### src/swdr_pkg.sv
package swdr_pkg;

  // ----------------------------------------------------------------
  // timing
  // ----------------------------------------------------------------
  localparam int unsigned CLK_PERIOD_PS = 4000;
  // shortest toggle pulse that must be seen, in ns
  localparam int unsigned MIN_PULSE_NS = 150;
  localparam int unsigned MIN_PULSE_CYC = (MIN_PULSE_NS * 1000) / CLK_PERIOD_PS;
  // default periods in cycles; each system sets its own at the top
  localparam int unsigned RESET_TIMEOUT_CYC = 4096;
  localparam int unsigned WDOG_TIMEOUT_CYC = 65536;
  localparam int unsigned CNT_W = 32;

  // ----------------------------------------------------------------
  // reset values
  // ----------------------------------------------------------------
  localparam logic RST_OUT_N_INIT = 1'b0;
  localparam logic RST_OUT_INIT = 1'b1;

  typedef enum logic [1:0] {
    SWDR_ST_HOLD,
    SWDR_ST_TIMEOUT,
    SWDR_ST_RUN
  } swdr_state_t;

endpackage

### src/swdr_edge.sv
`timescale 1ns/1ps

// edge detector on the toggle input; every cycle-sampled level change counts, except while sys_rst is high
module swdr_edge (
  input wire logic mclk,
  input wire logic sys_rst,
  input wire logic level_in,
  output logic edge_p
);

  logic last_q;

  // ------------------------------------------------------------------
  // previous level
  // ------------------------------------------------------------------
  // a 150 ns pulse spans many 4 ns cycles, so both its edges are caught
  always_ff @(posedge mclk) begin
    if (sys_rst) begin
      last_q <= level_in; // track the pin so no false edge follows release
    end else begin
      last_q <= level_in;
    end
  end

  assign edge_p = (level_in != last_q) && !sys_rst;

endmodule

### src/swdr_top.sv
`timescale 1ns/1ps

// Operation
// - reset_out_n is low while the supply is low, manual_reset_n is low, or the watchdog expired.
// - once all causes clear, reset stays asserted for the full reset timeout, then releases.
// - reset_out is the high-true copy with the same causes and the same timeout.
// - a low manual_reset_n holds reset, and the timeout runs after it returns high.
// - watchdog_toggle_in held at one level beyond the watchdog timeout forces a reset.
// - the watchdog count clears during reset, while manual_reset_n is low, and on any toggle edge.
// - the watchdog does not count while reset is asserted and restarts from zero after release.
// - a toggle pulse as short as 150 ns is recognised as an edge.
module swdr_top #(
  parameter int unsigned RESET_TIMEOUT_CYC = swdr_pkg::RESET_TIMEOUT_CYC,
  parameter int unsigned WDOG_TIMEOUT_CYC = swdr_pkg::WDOG_TIMEOUT_CYC
) (
  input wire logic mclk,
  input wire logic sys_rst,
  input wire logic supply_low,
  input wire logic manual_reset_n,
  input wire logic watchdog_toggle_in,
  output logic reset_out_n,
  output logic reset_out
);

  // last count of each period; both periods must be at least one cycle
  localparam int unsigned CW = swdr_pkg::CNT_W;
  localparam logic [CW-1:0] RST_LAST = CW'(RESET_TIMEOUT_CYC - 1);
  localparam logic [CW-1:0] WDG_LAST = CW'(WDOG_TIMEOUT_CYC - 1);

  // ------------------------------------------------------------------
  // reset decode
  // ------------------------------------------------------------------
  // one decode feeds both pins, so the two polarities cannot drift apart
  function automatic logic hold_reset(input logic any_cause,
    input swdr_pkg::swdr_state_t st,
    input logic [swdr_pkg::CNT_W-1:0] cnt);
    return any_cause || st == swdr_pkg::SWDR_ST_HOLD
      || (st == swdr_pkg::SWDR_ST_TIMEOUT && cnt != RST_LAST);
  endfunction

  swdr_pkg::swdr_state_t state_q;
  logic [swdr_pkg::CNT_W-1:0] rst_cnt_q;
  logic [swdr_pkg::CNT_W-1:0] wdg_cnt_q;
  logic wdg_expire;
  logic cause;
  logic toggle_edge;
  logic asserted;
  logic [swdr_pkg::CNT_W-1:0] quiet_q;

  // ------------------------------------------------------------------
  // toggle edge
  // ------------------------------------------------------------------
  swdr_edge u_edge (
    .mclk(mclk),
    .sys_rst(sys_rst),
    .level_in(watchdog_toggle_in),
    .edge_p(toggle_edge)
  );

  // ------------------------------------------------------------------
  // causes
  // ------------------------------------------------------------------
  // expiry is a one-cycle cause; a kick landing on the last count wins
  // so a cpu that kicks right at the limit is never reset
  assign wdg_expire = (state_q == swdr_pkg::SWDR_ST_RUN) && (wdg_cnt_q == WDG_LAST) && !toggle_edge;
  assign cause = supply_low || !manual_reset_n || wdg_expire;
  assign asserted = (state_q != swdr_pkg::SWDR_ST_RUN);

  // ------------------------------------------------------------------
  // reset sequencer
  // ------------------------------------------------------------------
  // hold while any cause stands, then time out; a new cause restarts
  always_ff @(posedge mclk) begin
    if (sys_rst) begin
      state_q <= swdr_pkg::SWDR_ST_HOLD;
    end else begin
      case (state_q)
        swdr_pkg::SWDR_ST_HOLD: begin
          if (!supply_low && manual_reset_n) begin
            state_q <= swdr_pkg::SWDR_ST_TIMEOUT;
          end
        end
        swdr_pkg::SWDR_ST_TIMEOUT: begin
          if (supply_low || !manual_reset_n) begin
            state_q <= swdr_pkg::SWDR_ST_HOLD;
          end else if (rst_cnt_q == RST_LAST) begin
            state_q <= swdr_pkg::SWDR_ST_RUN;
          end
        end
        default: begin
          if (supply_low || !manual_reset_n) begin
            state_q <= swdr_pkg::SWDR_ST_HOLD;
          end else if (wdg_expire) begin
            state_q <= swdr_pkg::SWDR_ST_TIMEOUT;
          end
        end
      endcase
    end
  end

  // ------------------------------------------------------------------
  // reset timeout counter
  // ------------------------------------------------------------------
  // clears to zero after the last count so it never wraps past the period
  always_ff @(posedge mclk) begin
    if (sys_rst) begin
      rst_cnt_q <= '0;
    end else if (state_q == swdr_pkg::SWDR_ST_TIMEOUT && !supply_low && manual_reset_n
                 && rst_cnt_q != RST_LAST) begin
      rst_cnt_q <= rst_cnt_q + 1'b1;
    end else begin
      rst_cnt_q <= '0;
    end
  end

  // ------------------------------------------------------------------
  // watchdog counter
  // ------------------------------------------------------------------
  // frozen at zero through reset, so a fresh full period follows release;
  // the period after a release edge is as long as the one after a kick edge
  always_ff @(posedge mclk) begin
    if (sys_rst) begin
      wdg_cnt_q <= '0;
    end else if (asserted || !manual_reset_n || toggle_edge || wdg_expire) begin
      wdg_cnt_q <= '0;
    end else begin
      wdg_cnt_q <= wdg_cnt_q + 1'b1;
    end
  end

  // ------------------------------------------------------------------
  // outputs
  // ------------------------------------------------------------------
  // registered so both polarities change on the same edge
  always_ff @(posedge mclk) begin
    if (sys_rst) begin
      reset_out_n <= swdr_pkg::RST_OUT_N_INIT;
      reset_out <= swdr_pkg::RST_OUT_INIT;
    end else begin
      reset_out_n <= !hold_reset(cause, state_q, rst_cnt_q);
      reset_out <= hold_reset(cause, state_q, rst_cnt_q);
    end
  end

  // ------------------------------------------------------------------
  // quiet span, checking aid
  // ------------------------------------------------------------------
  // cycles since the last cause, kept apart from the sequencer so the
  // minimum reset length is judged against an independent count
  always_ff @(posedge mclk) begin
    if (sys_rst || cause) begin
      quiet_q <= '0;
    end else if (quiet_q != '1) begin
      quiet_q <= quiet_q + 1'b1;
    end
  end

  // ------------------------------------------------------------------
  // checks: causes
  // ------------------------------------------------------------------
  // every cause shows on the pins one edge after it is sampled
  chk_supply_asserts: assert property (@(posedge mclk) disable iff (sys_rst)
    supply_low |=> !reset_out_n)
    else $error("supply low did not assert reset");
  chk_manual_holds: assert property (@(posedge mclk) disable iff (sys_rst)
    !manual_reset_n |=> reset_out)
    else $error("manual reset not held");
  chk_manual_restart: assert property (@(posedge mclk) disable iff (sys_rst)
    !manual_reset_n |=> state_q == swdr_pkg::SWDR_ST_HOLD && rst_cnt_q == '0)
    else $error("manual reset did not restart the timeout");
  chk_polarity_pair: assert property (@(posedge mclk) disable iff (sys_rst)
    reset_out == !reset_out_n)
    else $error("outputs disagree");

  // ------------------------------------------------------------------
  // checks: timeout
  // ------------------------------------------------------------------
  // release only after a full period free of any cause
  chk_timeout_held: assert property (@(posedge mclk) disable iff (sys_rst)
    $rose(manual_reset_n) && !supply_low |=> reset_out [*2])
    else $error("release too early");
  chk_release_run: assert property (@(posedge mclk) disable iff (sys_rst)
    state_q == swdr_pkg::SWDR_ST_TIMEOUT && rst_cnt_q == RST_LAST && !supply_low && manual_reset_n
      |=> state_q == swdr_pkg::SWDR_ST_RUN && reset_out_n)
    else $error("no release at the end of the timeout");
  chk_full_timeout: assert property (@(posedge mclk) disable iff (sys_rst)
    $rose(reset_out_n) |-> quiet_q >= RESET_TIMEOUT_CYC)
    else $error("release before a full timeout");
  chk_count_bound: assert property (@(posedge mclk) disable iff (sys_rst)
    rst_cnt_q <= RST_LAST)
    else $error("reset counter overran");

  // ------------------------------------------------------------------
  // checks: watchdog
  // ------------------------------------------------------------------
  // counting, clearing and expiry of the kick timer
  chk_wdog_frozen: assert property (@(posedge mclk) disable iff (sys_rst)
    asserted |=> wdg_cnt_q == '0)
    else $error("watchdog counted in reset");
  chk_wdog_counts: assert property (@(posedge mclk) disable iff (sys_rst)
    state_q == swdr_pkg::SWDR_ST_RUN && manual_reset_n && !toggle_edge && !wdg_expire
      |=> wdg_cnt_q == $past(wdg_cnt_q) + 1'b1)
    else $error("watchdog did not count while running");
  chk_edge_clears: assert property (@(posedge mclk) disable iff (sys_rst)
    toggle_edge |=> wdg_cnt_q == '0)
    else $error("edge did not clear watchdog");
  chk_expire_resets: assert property (@(posedge mclk) disable iff (sys_rst)
    wdg_expire && !supply_low && manual_reset_n |=> state_q == swdr_pkg::SWDR_ST_TIMEOUT ##1 reset_out)
    else $error("expiry without reset");
  chk_expiry_output: assert property (@(posedge mclk) disable iff (sys_rst)
    wdg_expire |=> !reset_out_n)
    else $error("expiry did not reach the pin");
  chk_pulse_seen: assert property (@(posedge mclk) disable iff (sys_rst)
    $changed(watchdog_toggle_in) |-> toggle_edge)
    else $error("toggle missed");

  // ------------------------------------------------------------------
  // covers
  // ------------------------------------------------------------------
  // the main scenarios a run should reach
  cov_release: cover property (@(posedge mclk) disable iff (sys_rst) $rose(reset_out_n));
  cov_wdog_expire: cover property (@(posedge mclk) disable iff (sys_rst) wdg_expire);
  cov_manual: cover property (@(posedge mclk) disable iff (sys_rst) $fell(manual_reset_n));
  cov_supply: cover property (@(posedge mclk) disable iff (sys_rst) $rose(supply_low));
  cov_kick: cover property (@(posedge mclk) disable iff (sys_rst) toggle_edge && state_q == swdr_pkg::SWDR_ST_RUN);

endmodule

### config.mk
export PLATFORM = sky130hd
export DESIGN_NAME = swdr_top
export DESIGN_NICKNAME = d
export VERILOG_FILES = /design/src/swdr_pkg.sv /design/src/swdr_edge.sv /design/src/swdr_top.sv
export SDC_FILE = /design/constraint.sdc
export NUM_CORES = 1
export LEC_CHECK = 0
export BUFFER_PORTS_ARGS = -buffer_cell sky130_fd_sc_hd__buf_2
export CORE_AREA = 2 2 79 81
export CTS_CLUSTER_DIAMETER = 200
export CTS_CLUSTER_SIZE = 25
export DETAILED_ROUTE_END_ITERATION = 6
export DIE_AREA = 0 0 81 83
export GPL_ROUTABILITY_DRIVEN = 0
export PLACE_DENSITY = 0.69
export REMOVE_ABC_BUFFERS = 1
export SLEW_MARGIN = 20
export SYNTH_ARGS = -nofsm -noshare
export SYNTH_HDL_FRONTEND = slang
export SYNTH_HIERARCHICAL = 1
export SYNTH_SLANG_ARGS = --single-unit
### constraint.sdc
create_clock -name mclk -period 1.8 [get_ports mclk]
set_input_delay 0.18 -clock mclk [delete_from_list [all_inputs] [get_ports mclk]]
set_output_delay 0.18 -clock mclk [all_outputs]
set_load 0.02 [all_outputs]
Word level (Yosys, flattened, before mapping)
Index checks and enable logic that the tools add are counted.

Word-level logic and storage cells: 49. Output and inout bits: 2. Bits in registers: 69.

$add $sub $neg: 2. Bitwise operators: 1. Reductions and logical operators: 25. Multiplexer cells: 6. Equal/unequal tests: 9.

Operators by type and width (count): adder 32 x 1 -> 32 bit (second input constant) (2); equality test 32 x 12 -> 1 bit (second input constant) (1); equality test 32 x 16 -> 1 bit (second input constant) (1); != test 32 x 12 -> 1 bit (second input constant) (1); 2-to-1 mux 2 bit (5); logical AND 1 bit (8); logical OR 1 bit (7); zero test 1 bit (5); != test 2 bit (second input constant) (2); one-hot mux 2 bit (2 select lines) (1); nonzero test 4 bit (1); OR reduction 2 bit (2); != test 3 bit (second input constant) (1); AND reduction 3 bit (1); equality test 2 x 1 -> 1 bit (second input constant) (1); equality test 2 bit (second input constant) (1); zero test 2 bit (1); != test 1 bit (1); inverter 1 bit (1).

Logic depth before layout (Yosys ltp)
Word-level depth: 8. Mapped depth: 9. Gate-level depth less buffers: 6.

Modules after synthesis
Netlist, hierarchy kept.

Modules (own cells, without submodules): swdr_top (cells each 348, instances 1, area an instance 3138.0 um^2); swdr_edge (cells each 3, instances 1, area an instance 32.5 um^2).

Worst setup path before layout
OpenSTA, ideal clock, no wires.

Kind: register to register. Start: reg rst_cnt_q[0] (netlist bit). End: reg rst_cnt_q[8] (netlist bit). Setup slack: -0.053 ns. Stages on the path, launching flop included: 10. Required time: 1.685 ns. Period minus slack after synthesis: 1.853 ns. Data arrival time: 1.738 ns. Cells stage by stage: dfxtp_1 ha_1 and4_1 buf_2 nand2_1 nor4_4 nand4bb_1 buf_6 buf_6 nor2_1.

Longest elaborated chain between the ends: 4. Elaborated cells between the ends (all ways): 5. Those cells by class: add/sub (1); eq/ne (1); bitwise (1); reduce/logical (2).

Ends and longest elaborated chain: start, declared (RTL line swdr_top.sv:42) `logic [swdr_pkg::CNT_W-1:0] rst_cnt_q;`; start signal, assigned (RTL line swdr_top.sv:110) `rst_cnt_q <= rst_cnt_q + 1'b1;`; branches (longest 4 deep; another with adder 32 x 1 -> 32 bit).

Parallel ways; which one is timed is not known. A chain may end at the register's enable or synchronous reset.

Final worst setup path
Start: reg wdg_cnt_q[20] (netlist bit). End: reg wdg_cnt_q[31] (netlist bit).

Longest elaborated chain between the ends: 5. Elaborated cells between the ends (all ways): 6. Those cells by class: add/sub (1); eq/ne (1); reduce/logical (4).

Ends and longest elaborated chain: start, declared (RTL line swdr_top.sv:43) `logic [swdr_pkg::CNT_W-1:0] wdg_cnt_q;`; start signal, assigned (RTL line swdr_top.sv:127) `wdg_cnt_q <= wdg_cnt_q + 1'b1;`; branches (longest 5 deep; another with adder 32 x 1 -> 32 bit).

Parallel ways; which one is timed is not known.

==> results_dict.tcl <==
set metrics [dict create \
    ant_nets 0 \
    worst-path-max-fanout 6 \
    synth_top_cell_by_area "dfxtp_1" \
    dieArea_sq_um 6720 \
    rsz0062_at_grt "yes" \
    drtIter0Drc 60 \
    syn_inst 351 \
    rr_worst_depth 5 \
    numClockSinks 69 \
    wire_per_inst_microns 13.0 \
    start_util_pct 54.5 \
    slowest_stage "nor4_1" \
    r2r_start "wdg_cnt_q[20]" \
    layout-drive-gt1-share_pct 16.9 \
    n_antenna_cell 0 \
    path_clk_slew_ns 0.07 \
    finalClockSkew_ns 0.00469 \
    drc_errors 0 \
    fillers 487 \
    worstMarginPinSlew_ns 0.528 \
    cp-end-kind "register" \
    placementRows 28 \
    layout_common_cells "dfxtp_1, nor2_1, xor2_1" \
    synthTopCellsByArea "dfxtp_1, xor2_1, nor2_1, xnor2_1, nand4_1" \
    multi_input_comb_area_sq_um 1740 \
    avgSynthCellArea_sq_um 9.03 \
    synth_edf_count 0 \
    synthDistinctLibCells 37 \
    cp-endpoint "wdg_cnt_q[31]" \
    vias 2534 \
    hp-class "input pin to register" \
    ff_latch_area_sq_um 1390 \
    track_usage_pct 19.0 \
    cts_buffer_depth 2 \
    h-tree-depth 3 \
    core-area_sq_um 5820 \
    max_stage_delay_ns 0.47 \
    fin_hold_ws_ns 0.179 \
    first_pass_iters 4 \
    ioPinCount 7 \
    timing.final.crit_share_pct 97.3 \
    reg2reg_to "wdg_cnt_q[31]" \
    antenna_found_initial 0 \
    worstPathArrival_ns 1.99 \
    r2r_setup_slack_ns 0.05 \
    synth-seq-area-share_pct 43.6 \
    die_x_microns 81 \
    max_clock_freq_mhz 571 \
    p_leak_nw 1.32 \
    period_needed_ns 1.75 \
    area_delta_synth_final_pct 18.6 \
    drt-total-wl_microns 6060 \
    yosys_warnings 6 \
    numCtsBuffers 9 \
    worstPathRequired_ns 2.04 \
    fin_nets 392 \
    slew_violations 0 \
    yosys_most_used_dff "dfxtp_1" \
    die_h_microns 83 \
    root_buffer "clkbuf_8" \
    worstSetupStartpoint "wdg_cnt_q[20]" \
    grt_pass1_vias 2453 \
    outcome "completed" \
    slew_headroom_pct 64.7 \
    synth_top_area_share_pct 43.6 \
    critPathKind "register to register" \
    grt-ovfl-total 0 \
    ir_drop_uv 769 \
    hold_violations 0 \
    grt_pass1_wl_microns 10200 \
    grt_max_degree 33 \
    synthArstFlopShare_pct 0 \
    crit_chain "and4_1 > nand3_1 > nor4_1 > xnor2_1 > nor2_1" \
    place_hpwl_microns 4010 \
    vias_per_cell 5.45 \
    syn-cell-area_sq_um 3170 \
    start_kind "register" \
    maxCapViolCount 0 \
    clk_latency_ns 0.34 \
    cts_setup_buffers 0 \
    ys_seq_elements 69 \
    cts_tree "built" \
    final_common_cell "dfxtp_1" \
    holdPathStages 3 \
    setup_violations 0 \
    io_buffers 6 \
    setup_tns_ns 0 \
    power_density_nw_per_um2 750 \
]
## worst min-delay path by stage
| stage | slack, ns | to | from |
|---|---|---|---|
| global route | 0.17 | state_q[0] | supply_low |
| floorplan | 0.21 | u_edge/last_q | watchdog_toggle_in |
| finish | 0.18 | state_q[0] | supply_low |
| detailed placement | 0.31 | u_edge/last_q | watchdog_toggle_in |
| global placement | 0.31 | u_edge/last_q | watchdog_toggle_in |
| CTS | 0.13 | state_q[0] | supply_low |
## kinds of logic after synthesis
| kind of cell | synth area share [%] |
|---|---|
| buffers and inverters | 3.91 |
| and+or+nand+nor | 33.5 |
| DFF | 43.6 |
| xor gates and xnor gates | 16.0 |
| adders and majority gates | 0.789 |
| AOI/OAI and AO/OA | 2.21 |
## worst max-delay path: cells and delay by family (launching register included)
family           cells  cell delay [ns]
flip-flops           1             0.46
XOR/XNOR             1             0.18
AND/OR/NAND/NOR      4             1.00
## per-stage QoR
| step | setup slack, ns | util (%) | cell area [sq um] | instances | power (W) |
|---|---|---|---|---|---|
| finish | 0.0491 | 64.7 | 3760 | 465 | 0.00282 |
| global route | -0.0951 | 64.7 | 3760 | 465 | 0.00292 |
| CTS | 0.00858 | 62.8 | 3650 | 464 | 0.00286 |
| detailed placement | 0.0278 | 59.2 | 3440 | 447 | 0.00158 |
| global placement | 0.102 | 59.2 | 3440 | 447 | 0.00158 |
| floorplan | -0.432 | - | 3070 | 338 | 0.00157 |
## final cells by class
cell class              instances  area share [%]
multi-input cells             263            46.3
flip-flops and latches         69            36.9
repair buffers                 36            8.32
clock buffers                  13            4.23
well taps                      75            2.50
clock inverters                 3            1.16
inverters                       6           0.599
## flip-flops by register name, indices dropped and copies added (netlist names)
register and flops:
reset_out 1, reset_out_n 1, rst_cnt_q 32, state_q 2, u_edge/last_q 1, wdg_cnt_q 32
## synthesized netlist by cell type, drive strengths merged, types with 2 or more instances
cell    count
nand3      20
buf        10
nor2       66
and4       13
xnor2      23
nand4b      2
o21ai       3
clkbuf      3
and3       14
nand4      23
dfxtp      69
ha          2
or3         3
xor2       35
nor3b       2
nor3        6
and2        3
a21oi       4
nand2      17
o211a       2
nor4       17
inv         6
## repair_timing
| action | CTS | global route |
|---|---|---|
| hold buffers | 1 | 0 |
| setup endpoints to repair | 0 | 66 |
| hold endpoints to repair | 1 | 0 |
| gates resized for setup | 0 | 15 |
## report_power, final
group	leakage, nW	switching, W	total [W]	internal (W)
Combinational	0.664	0.0000100	0.0000213	0.0000113
Sequential	0.557	0.00000203	0.00153	0.00153
Clock	0.104	0.000555	0.00127	0.000717
Total	1.32	0.000567	0.00282	0.00225
## metal layers
metal  track usage [%]  up-vias  part of all wire [%]
met1              21.5     1189                    44
met5                 0        -                     0
li1                  -     1301                     -
met4              8.17        0                   2.1
met2              32.4       33                    51
met3              5.98       11                   3.4
Power figures use the tool's default switching activity.
